===== config.mk =====
export PLATFORM = sky130hd
export DESIGN_NAME = system_memory_address_decoder
export DESIGN_NICKNAME = d
export VERILOG_FILES = /design/src/logic/sys_decode_pkg.sv /design/src/logic/system_memory_address_decoder.sv
export SDC_FILE = /design/constraint.sdc
export NUM_CORES = 1
export LEC_CHECK = 0
export ABC_AREA = 1
export ABC_CLOCK_PERIOD_IN_PS = 5700
export BUFFER_PORTS_ARGS = -buffer_cell sky130_fd_sc_hd__buf_2
export CORE_MARGIN = 10
export CORE_UTILIZATION = 56
export CTS_CLUSTER_SIZE = 24
export DETAILED_ROUTE_END_ITERATION = 10
export PLACE_DENSITY = 0.82
export SLEW_MARGIN = 20
export SYNTH_ARGS = -nofsm -noshare
export SYNTH_HDL_FRONTEND = slang
export SYNTH_SLANG_ARGS = --single-unit
export TNS_END_PERCENT = 20

===== constraint.sdc =====
create_clock -name clk -period 5.7 [get_ports clk]
set_clock_uncertainty 0.15 [all_clocks]
set_input_delay 0.855 -clock clk [delete_from_list [all_inputs] [get_ports clk]]
set_output_delay 0.855 -clock clk [all_outputs]
set_load 0.01 [all_outputs]

===== src/logic/sys_decode_pkg.sv =====
package sys_decode_pkg;

	// routing targets of one access
	typedef enum logic [1:0]
	{
		TGT_DRAM = 2'b00,
		TGT_HUB  = 2'b01,
		TGT_GFX  = 2'b10,
		TGT_TERM = 2'b11
	} target_e;

	// memory map boundaries, byte addresses
	localparam logic [35:0] DOS_END        = 36'h0_000A_0000;
	localparam logic [35:0] VGA_BASE       = 36'h0_000A_0000;
	localparam logic [35:0] PAGE_WIN_END   = 36'h0_000B_0000;
	localparam logic [35:0] MDA_BASE       = 36'h0_000B_0000;
	localparam logic [35:0] MDA_END        = 36'h0_000B_8000;
	localparam logic [35:0] VGA_END        = 36'h0_000C_0000;
	localparam logic [35:0] CD_HOLE_BASE   = 36'h0_000D_C000;
	localparam logic [35:0] CD_HOLE_END    = 36'h0_000E_0000;
	localparam logic [35:0] ONE_MB         = 36'h0_0010_0000;
	localparam logic [35:0] ISA_HOLE_BASE  = 36'h0_00F0_0000;
	localparam logic [35:0] ISA_HOLE_END   = 36'h0_0100_0000;
	localparam logic [35:0] FOUR_GB        = 36'h1_0000_0000;
	localparam logic [35:0] SIZE_512K      = 36'h0_0008_0000;
	localparam logic [35:0] SIZE_1M        = 36'h0_0010_0000;
	localparam logic [35:0] MMIO_SIZE      = 36'h0_0008_0000;

	// shadow segments: index from address bits 17:16 above C0000h
	localparam int          SEG_LSB        = 16;
	localparam int          SEG_CNT        = 4;
	localparam int          CD_SEG         = 1;
	// shadow attribute: bit 0 read enable, bit 1 write enable
	localparam int          ATTR_RE        = 0;
	localparam int          ATTR_WE        = 1;
	localparam int          ATTR_SEG_LSB   = 0;
	localparam int          ATTR_CD_LSB    = 2;

	// graphics memory select codes
	localparam logic [1:0]  GMS_OFF        = 2'h0;
	localparam logic [1:0]  GMS_512K       = 2'h1;

	// graphics index/data ports and indices
	localparam logic [16:0] GFX_INDEX_PORT = 17'h003CE;
	localparam logic [16:0] GFX_DATA_PORT  = 17'h003CF;
	localparam logic [16:0] MDA_IO_LO      = 17'h003B0;
	localparam logic [16:0] MDA_IO_HI      = 17'h003BB;
	localparam logic [16:0] VGA_IO_LO      = 17'h003C0;
	localparam logic [16:0] VGA_IO_HI      = 17'h003DF;
	localparam logic [16:0] HERC_IO_PORT   = 17'h003BF;
	localparam logic [7:0]  ADDR_MAP_INDEX = 8'h10;
	localparam logic [7:0]  PAGE_SEL_INDEX = 8'h11;
	localparam logic [7:0]  PAGE_SEL_RESET = 8'h00;
	localparam logic [7:0]  ADDR_MAP_RESET = 8'h00;
	localparam logic [7:0]  INDEX_RESET    = 8'h00;
	localparam int          MAP_PAGE_EN    = 0;
	localparam int          MAP_TO_CACHE   = 4;

	// one access offered to the decoder
	typedef struct packed {
		logic        valid;
		logic        isIo;
		logic        write;
		logic        smm;
		logic        fromHub;
		logic [35:0] addr;
		logic [7:0]  wdata;
	} request_s;

	// decode controls held in configuration space elsewhere
	typedef struct packed {
		logic [1:0]       graphics_memory_select;
		logic             gfxMemEnable;
		logic             vgaEnable;
		logic             mdaEnable;
		logic             cdHoleEnable;
		logic [3:0][3:0]  shadowAttr;
		logic             fixedHoleEnable;
		logic             smramTopEnable;
		logic             upperSmramSize;
		logic             smmVgaOpen;
		logic [31:0]      topOfMemory;
		logic [12:0]      mmioBase;
	} config_s;

	// routing decision for one access
	typedef struct packed {
		logic        valid;
		target_e     target;
		logic        readZero;
		logic        dropWrite;
		logic        toCache;
		logic [31:0] fwdAddr;
		logic [7:0]  rdata;
	} response_s;

endpackage


===== src/logic/system_memory_address_decoder.sv =====
`timescale 1ns/100ps
// Operation
// RULE1 - accesses at or above 4 GB terminate locally, writes dropped, reads zero
// RULE2 - eight-bit page selector picks the 64 KB display cache page
// RULE3 - lowest 640 KB always goes to main DRAM
// RULE4 - video buffer ignores shadow bits, steered by graphics select and VGA bits
// RULE5 - video buffer steering identical for host and hub initiators; code sends host SMM accesses to DRAM when smmVgaOpen is set
// RULE6 - SMM accesses to video buffer follow control_a settings
// RULE7 - four 64 KB shadow segments each read/write, write-only, read-only or off
// RULE8 - CD hole with cd_hole_enable set always forwards to PCI
// RULE9 - CD hole with cd_hole_enable clear follows shadow attribute bits 3:2
// RULE10 - mono adapter range steered by graphics select, command and VGA bits
// RULE11 - 1 MB up to top_of_memory goes to DRAM except enabled holes
// RULE12 - optional 15-16 MB hole forwards to PCI, DRAM not relocated
// RULE13 - CONTROL_A top segment below top_of_memory; non-SMM and hub accesses go to PCI
// RULE14 - graphics stolen memory sits below top segment, else below top_of_memory
// RULE15 - top_of_memory to 4 GB forwards to PCI unless specially decoded
// RULE16 - 512 KB window at mmio_base decodes to graphics control registers
// RULE17 - VGA registers also answer at their legacy I/O ports
// RULE18 - 4 GB memory space and 64 KB plus 3 bytes of I/O space
// RULE19 - software keeps decode ranges from overlapping; no interlock exists
// RULE20 - page mapping enable opens paged window at A0000h-AFFFFh
// RULE21 - paging target bit picks VGA buffer or display cache for the window
module system_memory_address_decoder
(
	input  wire logic                      clk,      // host clock, 100 MHz
	input  wire logic                      reset,    // synchronous, active high
	input  wire sys_decode_pkg::request_s  req,      // access to decode
	input  wire sys_decode_pkg::config_s   cfg,      // decode controls
	output sys_decode_pkg::response_s      resp      // routing decision, one cycle later
);
	import sys_decode_pkg::*;

	logic [7:0]  indexReg;        // graphics index port latch
	logic [7:0]  addrMapReg;      // address mapping register
	logic [7:0]  pageSelReg;      // display_cache_page_select
	response_s   respReg;
	response_s   respNext;

	logic [35:0] addr;
	logic [16:0] ioAddr;
	logic        isRead;
	logic        gfxVga;
	logic        pageWinOn;
	logic [35:0] top_of_memory;
	logic [35:0] tsegSize;
	logic [35:0] tsegBase;
	logic [35:0] stolenSize;
	logic [35:0] stolenTop;
	logic [35:0] stolenBase;
	logic [35:0] mmioLo;
	logic [1:0]  segIdx;
	logic [3:0]  segAttr;
	logic [1:0]  attr;
	logic        inVga;
	logic        inPageWin;
	logic        inMda;
	logic        inShadow;
	logic        inCdHole;
	logic        inIsaHole;
	logic        inTseg;
	logic        inStolen;
	logic        inMmio;
	logic        ioVga;
	logic        ioMda;
	logic        ioIndex;
	logic        ioData;
	logic        ioTaken;
	logic [7:0]  ioRdata;

	assign addr   = req.addr;
	assign ioAddr = req.addr[16:0];                                // RULE18
	assign isRead = !req.write;

	// graphics device owns legacy VGA only when it has memory and is enabled
	assign gfxVga    = (cfg.graphics_memory_select != GMS_OFF) && cfg.vgaEnable;
	assign pageWinOn = gfxVga && addrMapReg[MAP_PAGE_EN];           // RULE20

	// top of memory and the holes stacked beneath it
	assign top_of_memory        = {4'h0, cfg.topOfMemory};
	assign tsegSize   = cfg.upperSmramSize ? SIZE_1M : SIZE_512K;   // RULE13
	assign tsegBase   = top_of_memory - tsegSize;
	assign stolenSize = (cfg.graphics_memory_select == GMS_512K) ? SIZE_512K : SIZE_1M;
	assign stolenTop  = cfg.smramTopEnable ? tsegBase : top_of_memory;        // RULE14
	assign stolenBase = stolenTop - stolenSize;
	assign mmioLo     = {4'h0, cfg.mmioBase, 19'h0_0000};

	// compatibility area range hits
	assign inVga     = (addr >= VGA_BASE) && (addr < VGA_END);
	assign inPageWin = (addr >= VGA_BASE) && (addr < PAGE_WIN_END);
	assign inMda     = (addr >= MDA_BASE) && (addr < MDA_END);
	assign inShadow  = (addr >= VGA_END) && (addr < ONE_MB);
	assign inCdHole  = (addr >= CD_HOLE_BASE) && (addr < CD_HOLE_END);

	// extended area range hits; overlaps are software's problem
	assign inIsaHole = cfg.fixedHoleEnable
		&& (addr >= ISA_HOLE_BASE) && (addr < ISA_HOLE_END);         // RULE12
	assign inTseg    = cfg.smramTopEnable
		&& (addr >= tsegBase) && (addr < top_of_memory);                      // RULE13
	assign inStolen  = cfg.gfxMemEnable && (cfg.graphics_memory_select != GMS_OFF)
		&& (addr >= stolenBase) && (addr < stolenTop);              // RULE14
	assign inMmio    = (addr >= mmioLo) && (addr < mmioLo + MMIO_SIZE); // RULE16

	// shadow segment attribute; CD hole uses the upper field
	assign segIdx  = addr[SEG_LSB +: 2];
	assign segAttr = cfg.shadowAttr[segIdx];
	assign attr    = inCdHole ? segAttr[ATTR_CD_LSB +: 2]
	                          : segAttr[ATTR_SEG_LSB +: 2];            // RULE9

	// legacy I/O port hits, upper alias bits 15:10 ignored, wrap bit must be clear
	assign ioIndex = ioAddr[9:0] == GFX_INDEX_PORT[9:0] && !ioAddr[16];
	assign ioData  = ioAddr[9:0] == GFX_DATA_PORT[9:0] && !ioAddr[16];
	assign ioVga   = !ioAddr[16] && ioAddr[9:0] >= VGA_IO_LO[9:0]
		&& ioAddr[9:0] <= VGA_IO_HI[9:0];
	assign ioMda   = !ioAddr[16] && ioAddr[9:0] >= MDA_IO_LO[9:0]
		&& ioAddr[9:0] <= MDA_IO_HI[9:0];
	// hub initiators never reach the graphics I/O registers
	assign ioTaken = req.valid && req.isIo && !req.fromHub && gfxVga;

	// read data of the graphics index and data ports
	always_comb
	begin
		ioRdata = 8'h00;
		if (ioIndex)
		begin
			ioRdata = indexReg;
		end
		else if (ioData && indexReg == ADDR_MAP_INDEX)
		begin
			ioRdata = addrMapReg;
		end
		else if (ioData && indexReg == PAGE_SEL_INDEX)
		begin
			ioRdata = pageSelReg;
		end
	end

	// graphics index latch
	always_ff @(posedge clk)
	begin
		if (reset)
		begin
			indexReg <= INDEX_RESET;
		end
		else if (ioTaken && req.write && ioIndex)
		begin
			indexReg <= req.wdata;
		end
	end

	// indexed registers behind the data port
	always_ff @(posedge clk)
	begin
		if (reset)
		begin
			addrMapReg <= ADDR_MAP_RESET;
			pageSelReg <= PAGE_SEL_RESET;
		end
		else if (ioTaken && req.write && ioData)
		begin
			if (indexReg == ADDR_MAP_INDEX)
			begin
				addrMapReg <= req.wdata;                                // RULE21
			end
			if (indexReg == PAGE_SEL_INDEX)
			begin
				pageSelReg <= req.wdata;                                // RULE2
			end
		end
	end

	// routing decision; one comparator chain, I/O and 4 GB and up first, then from low addresses up
	always_comb
	begin
		respNext           = '0;
		respNext.valid     = req.valid;
		respNext.target    = TGT_HUB;
		respNext.fwdAddr   = addr[31:0];
		if (req.isIo)
		begin
			// I/O space: graphics registers when enabled, everything else to hub
			if (ioAddr == HERC_IO_PORT)
			begin
				respNext.target = TGT_HUB;
			end
			else if (ioTaken && (ioVga || (ioMda && cfg.mdaEnable)))
			begin
				respNext.target = TGT_GFX;                              // RULE17
				respNext.rdata  = isRead ? ioRdata : 8'h00;
			end
			else
			begin
				respNext.target = TGT_HUB;
			end
		end
		else if (addr >= FOUR_GB)
		begin
			// claimed and finished here, nothing goes forward
			respNext.target    = TGT_TERM;                              // RULE1
			respNext.readZero  = isRead;
			respNext.dropWrite = req.write;
			respNext.fwdAddr   = 32'h0000_0000;
		end
		else if (addr < DOS_END)
		begin
			respNext.target = TGT_DRAM;                                 // RULE3
		end
		else if (inVga)
		begin
			// shadow bits play no part; host and hub see the same steering except for host SMM accesses with smmVgaOpen set
			if (req.smm && !req.fromHub && cfg.smmVgaOpen)
			begin
				respNext.target = TGT_DRAM;                             // RULE6
			end
			else if (inPageWin && pageWinOn)
			begin
				respNext.target  = TGT_GFX;                             // RULE20
				respNext.toCache = addrMapReg[MAP_TO_CACHE];            // RULE21
				respNext.fwdAddr = addrMapReg[MAP_TO_CACHE]
					? {8'h00, pageSelReg, addr[15:0]}                   // RULE2
					: {16'h0000, addr[15:0]};
			end
			else if (inMda)
			begin
				respNext.target = (gfxVga && cfg.mdaEnable) ? TGT_GFX : TGT_HUB; // RULE10
			end
			else
			begin
				respNext.target = gfxVga ? TGT_GFX : TGT_HUB;           // RULE4 RULE5
			end
		end
		else if (inShadow)
		begin
			// segment attribute picks DRAM or hub per direction; an enabled CD hole always goes to hub
			if (inCdHole && cfg.cdHoleEnable)
			begin
				respNext.target = TGT_HUB;                              // RULE8
			end
			else if (isRead)
			begin
				respNext.target = attr[ATTR_RE] ? TGT_DRAM : TGT_HUB;   // RULE7
			end
			else
			begin
				respNext.target = attr[ATTR_WE] ? TGT_DRAM : TGT_HUB;   // RULE7
			end
		end
		else if (addr < top_of_memory)
		begin
			// main DRAM with its optional holes
			if (inIsaHole)
			begin
				respNext.target = TGT_HUB;                              // RULE12
			end
			else if (inTseg)
			begin
				respNext.target = (req.smm && !req.fromHub) ? TGT_DRAM : TGT_HUB; // RULE13
			end
			else if (inStolen)
			begin
				respNext.target = TGT_GFX;                              // RULE14
			end
			else
			begin
				respNext.target = TGT_DRAM;                             // RULE11
			end
		end
		else if (inMmio)
		begin
			respNext.target  = TGT_GFX;                                 // RULE16
			respNext.fwdAddr = addr[31:0] - mmioLo[31:0];
		end
		else
		begin
			respNext.target = TGT_HUB;                                  // RULE15
		end
	end

	// decision register; every output leaves from here
	always_ff @(posedge clk)
	begin
		if (reset)
		begin
			respReg <= '0;
		end
		else
		begin
			respReg <= respNext;
		end
	end

	assign resp = respReg;

endmodule


==> summary.md <==
| Metric | Value |
|---|---|
| Port buffer count | `161` |
| CTS H-tree lvls | `3` |
| Routed vias/inst | `5.54` |
| Worst Path Required | `5.83 ns` |
| Worst Path Arrival | `5.08 ns` |
| Drt first pass iters | `7` |
| Syn nets | `1355` |
| EDFF count, synth | `0` |
| Initial core utilization | `57.7%` |
| Worst slack, placed | `0.367 ns` |
| Slowest-stage cell, CP | `fa_1` |
| Core area | `12700 um2` |
| Hpwl dp | `18.1 mm` |
| Placer Congestion | `0.964` |
| Max Fanout on Critical Path | `4` |
| Routed Antenna Nets | `0` |
| Final Hold Slack | `0.301 ns` |
| Multi-input gate area | `5170 um2` |
| Ys async rst share | `0%` |
| Post-synthesis sequential area ratio | `19.1%` |
| Unique masters post-synth | `52` |
| Status | `complete, no violations` |
| Max Cap Violations | `0` |
| # rows | `41` |
| Clk buf depth | `2` |
| CP dominant cell by count | `inv_1` |
| Min-Delay Path Depth | `2` |
| Placement Cell Area | `8310 um2` |
| Die Wd | `135 um` |
| Residual DRC | `0` |
| Clock transition at path regs | `0.06 ns` |
| Setup WS post-layout | `0.755 ns` |
| Setup CP Type | `primary input to register` |
| CTS tree | `built` |
| Final TNS setup | `0 ns` |
| Worst reg-to-reg path cell count | `6` |
| Root Buffer | `clkbuf_16` |
| CTS Hold Buffers Added | `0` |
| Cts repair resizes | `0` |
| Sinks on Clock Net | `70` |
| Iter 0 DRT Violations | `679` |
| Pwr Density | `181 nW/um2` |
| Leak | `4.46 nW` |
| Fill cells | `1190` |
| Pins Over Slew Limit | `0` |
| Overflow after GRT | `0` |
| Post-route cell area | `8620 um2` |
| Vias in the first global route | `7629` |
| Clk Latency, worst-skew pair | `0.34 ns` |
| CP Launch Type | `primary input` |
| Post-synthesis area per instance | `6.54 um2` |
| Worst setup EP type | `register` |
| Seq cells post-synth | `70` |
| Slew headroom | `32.3%` |
| Final Routed Wirelength | `22.3 mm` |
| Final nets | `1512` |
| RSZ-0062 raised after global routing | `false` |
| # Post-CTS Setup Buffers | `0` |
| Total CTS buffers | `9` |
| Yosys Warn Count | `0` |
| WL/cell | `15.3 um` |
| Fin crit share | `86.8%` |
| Tightest Hold Check Type | `register to register` |
| Largest net degree at the start of global routing | `32` |
| Vias after detailed routing | `8078` |
| VDD IR-drop max | `0.000150 V` |
| Setup violators final | `0` |
| GRT Resource Usage Total | `24.1%` |
| Final Hold Fails | `0` |
| Layout cells sized above 1 | `16.2%` |
| Minimum clock period | `4.95 ns` |
| Synthesized area | `7350 um2` |
| Die area | `18100 um2` |
| Die span in y | `135 um` |
| Critical Path Max Stage Delay | `0.43 ns` |
| Initial antenna violation count | `1` |
| Fmax | `202 MHz` |
| Main synth FF type | `dfxtp_1` |
| Layout area overhead | `17.3%` |
| Worst-Margin Slew | `1.01 ns` |
| Post-layout power | `0.00156 W` |
| FF/Latch Area | `1400 um2` |
| First-pass GRT wire length | `36.5 mm` |
| Post-Syn Instances | `1123` |
| Io pins | `168` |
## critical path: cells and delay by family
family | cells | cell delay [ns]
compound gates | 5 | 0.62
fa+ha+maj | 4 | 1.19
buf+inv | 6 | 0.52
simple gates | 16 | 1.88
## metal layers
metal / wire [um] / track usage, % / vias up
li1: - / - / 4078
met3: 1540 / 4.15 / 46
met2: 10800 / 42.0 / 294
met4: 575 / 7.50 / 0
met5: 0 / 0 / -
met1: 9370 / 29.6 / 3660
## power breakdown
part | leakage, nW | total (W) | internal (W) | switching, W
Combinational | 3.74 | 0.000477 | 0.000182 | 0.000296
Sequential | 0.570 | 0.000504 | 0.000501 | 0.00000274
Clock | 0.149 | 0.000580 | 0.000353 | 0.000227
Total | 4.46 | 0.00156 | 0.00104 | 0.000526
## through the flow
| stage | std cells | util, % |
|---|---|---|
| detailed placement | 1441 | 65.3 |
| CTS | 1457 | 67.7 |
| finish | 1458 | 67.7 |
| floorplan | 1123 | - |
| global placement | 1441 | 65.3 |
| global route | 1458 | 67.7 |
## cells in the final DEF (no fill, tap or decap), drive strengths merged, types with 4 or more instances in the layout
master	synthesis	layout
nand4	20	20
a31oi	5	5
a221oi	8	8
dfxtp	70	70
inv	185	186
a21oi	88	88
a21o	6	6
xor2	32	32
buf	6	163
clkbuf	11	10
nand2	239	239
ha	107	107
nor3	32	32
nor2	114	114
o211ai	9	9
o21ai	68	68
a211oi	15	15
nor4	9	9
o31ai	4	4
nand3	61	61
xnor2	6	6
## cells by family (layout without fill, tap and decap cells)
kind of cell	count (synthesis)	in the layout	share of synthesized area, %
and+or+nand+nor	484	484	29.2
xor gates and xnor gates	38	38	4.53
other	0	1	0
AOI/OAI and AO/OA	218	218	17.5
DFF	70	70	19.1
buffers and inverters	202	364	10.5
adders and majority gates	111	111	19.2
## area by class of cell
class                      count  share of cell area [%]
clock inverter                 6                   0.799
inverter                     185                    8.06
antenna                        1                  0.0290
sequential                    70                    16.3
multi-input combinational    851                    60.0
timing repair buffer         163                    9.53
clock buffer                  10                    2.77
tap                          172                    2.50
## sequential cells by signal (all words and copies together) (netlist names)
signal / flops
pageSelReg: 8
addrMapReg: 8
resp: 46
indexReg: 8
## Yosys cell counts (3+ instances only)
| library cell | number | area share, % |
|---|---|---|
| nand2_2 | 5 | 0.43 |
| xor2_1 | 32 | 3.8 |
| clkbuf_1 | 11 | 0.56 |
| a221oi_1 | 8 | 0.95 |
| inv_2 | 3 | 0.15 |
| nand4_1 | 19 | 1.6 |
| a211oi_1 | 15 | 1.5 |
| o21ai_1 | 10 | 0.68 |
| o21ai_2 | 4 | 0.48 |
| nor4_1 | 7 | 0.60 |
| dfxtp_1 | 70 | 19 |
| o2111ai_1 | 3 | 0.36 |
| a31oi_1 | 5 | 0.43 |
| xnor2_1 | 6 | 0.72 |
| nor3_1 | 31 | 2.1 |
| a21o_1 | 6 | 0.61 |
| o211ai_1 | 8 | 0.82 |
| inv_1 | 182 | 9.3 |
| a21oi_1 | 88 | 6.0 |
| o21ai_0 | 54 | 3.7 |
| nand2_1 | 234 | 12 |
| nor2_1 | 107 | 5.5 |
| ha_1 | 107 | 18 |
| o21bai_1 | 3 | 0.31 |
| o21a_1 | 3 | 0.31 |
| buf_2 | 4 | 0.27 |
| nand3_1 | 59 | 4.0 |
| nor2_2 | 6 | 0.51 |
| o31ai_1 | 3 | 0.31 |
| fa_1 | 3 | 0.82 |
## final timing paths
path	start	endpoint	slack [ns]
worst max-delay path	cfg[46]	resp[44]	0.75
worst min-delay path	addrMapReg[7]	addrMapReg[7]	0.30
worst max register to register	indexReg[7]	addrMapReg[0]	3.26
worst min register to register	addrMapReg[7]	addrMapReg[7]	0.30
No activity file was read; power rests on OpenSTA's default activity.
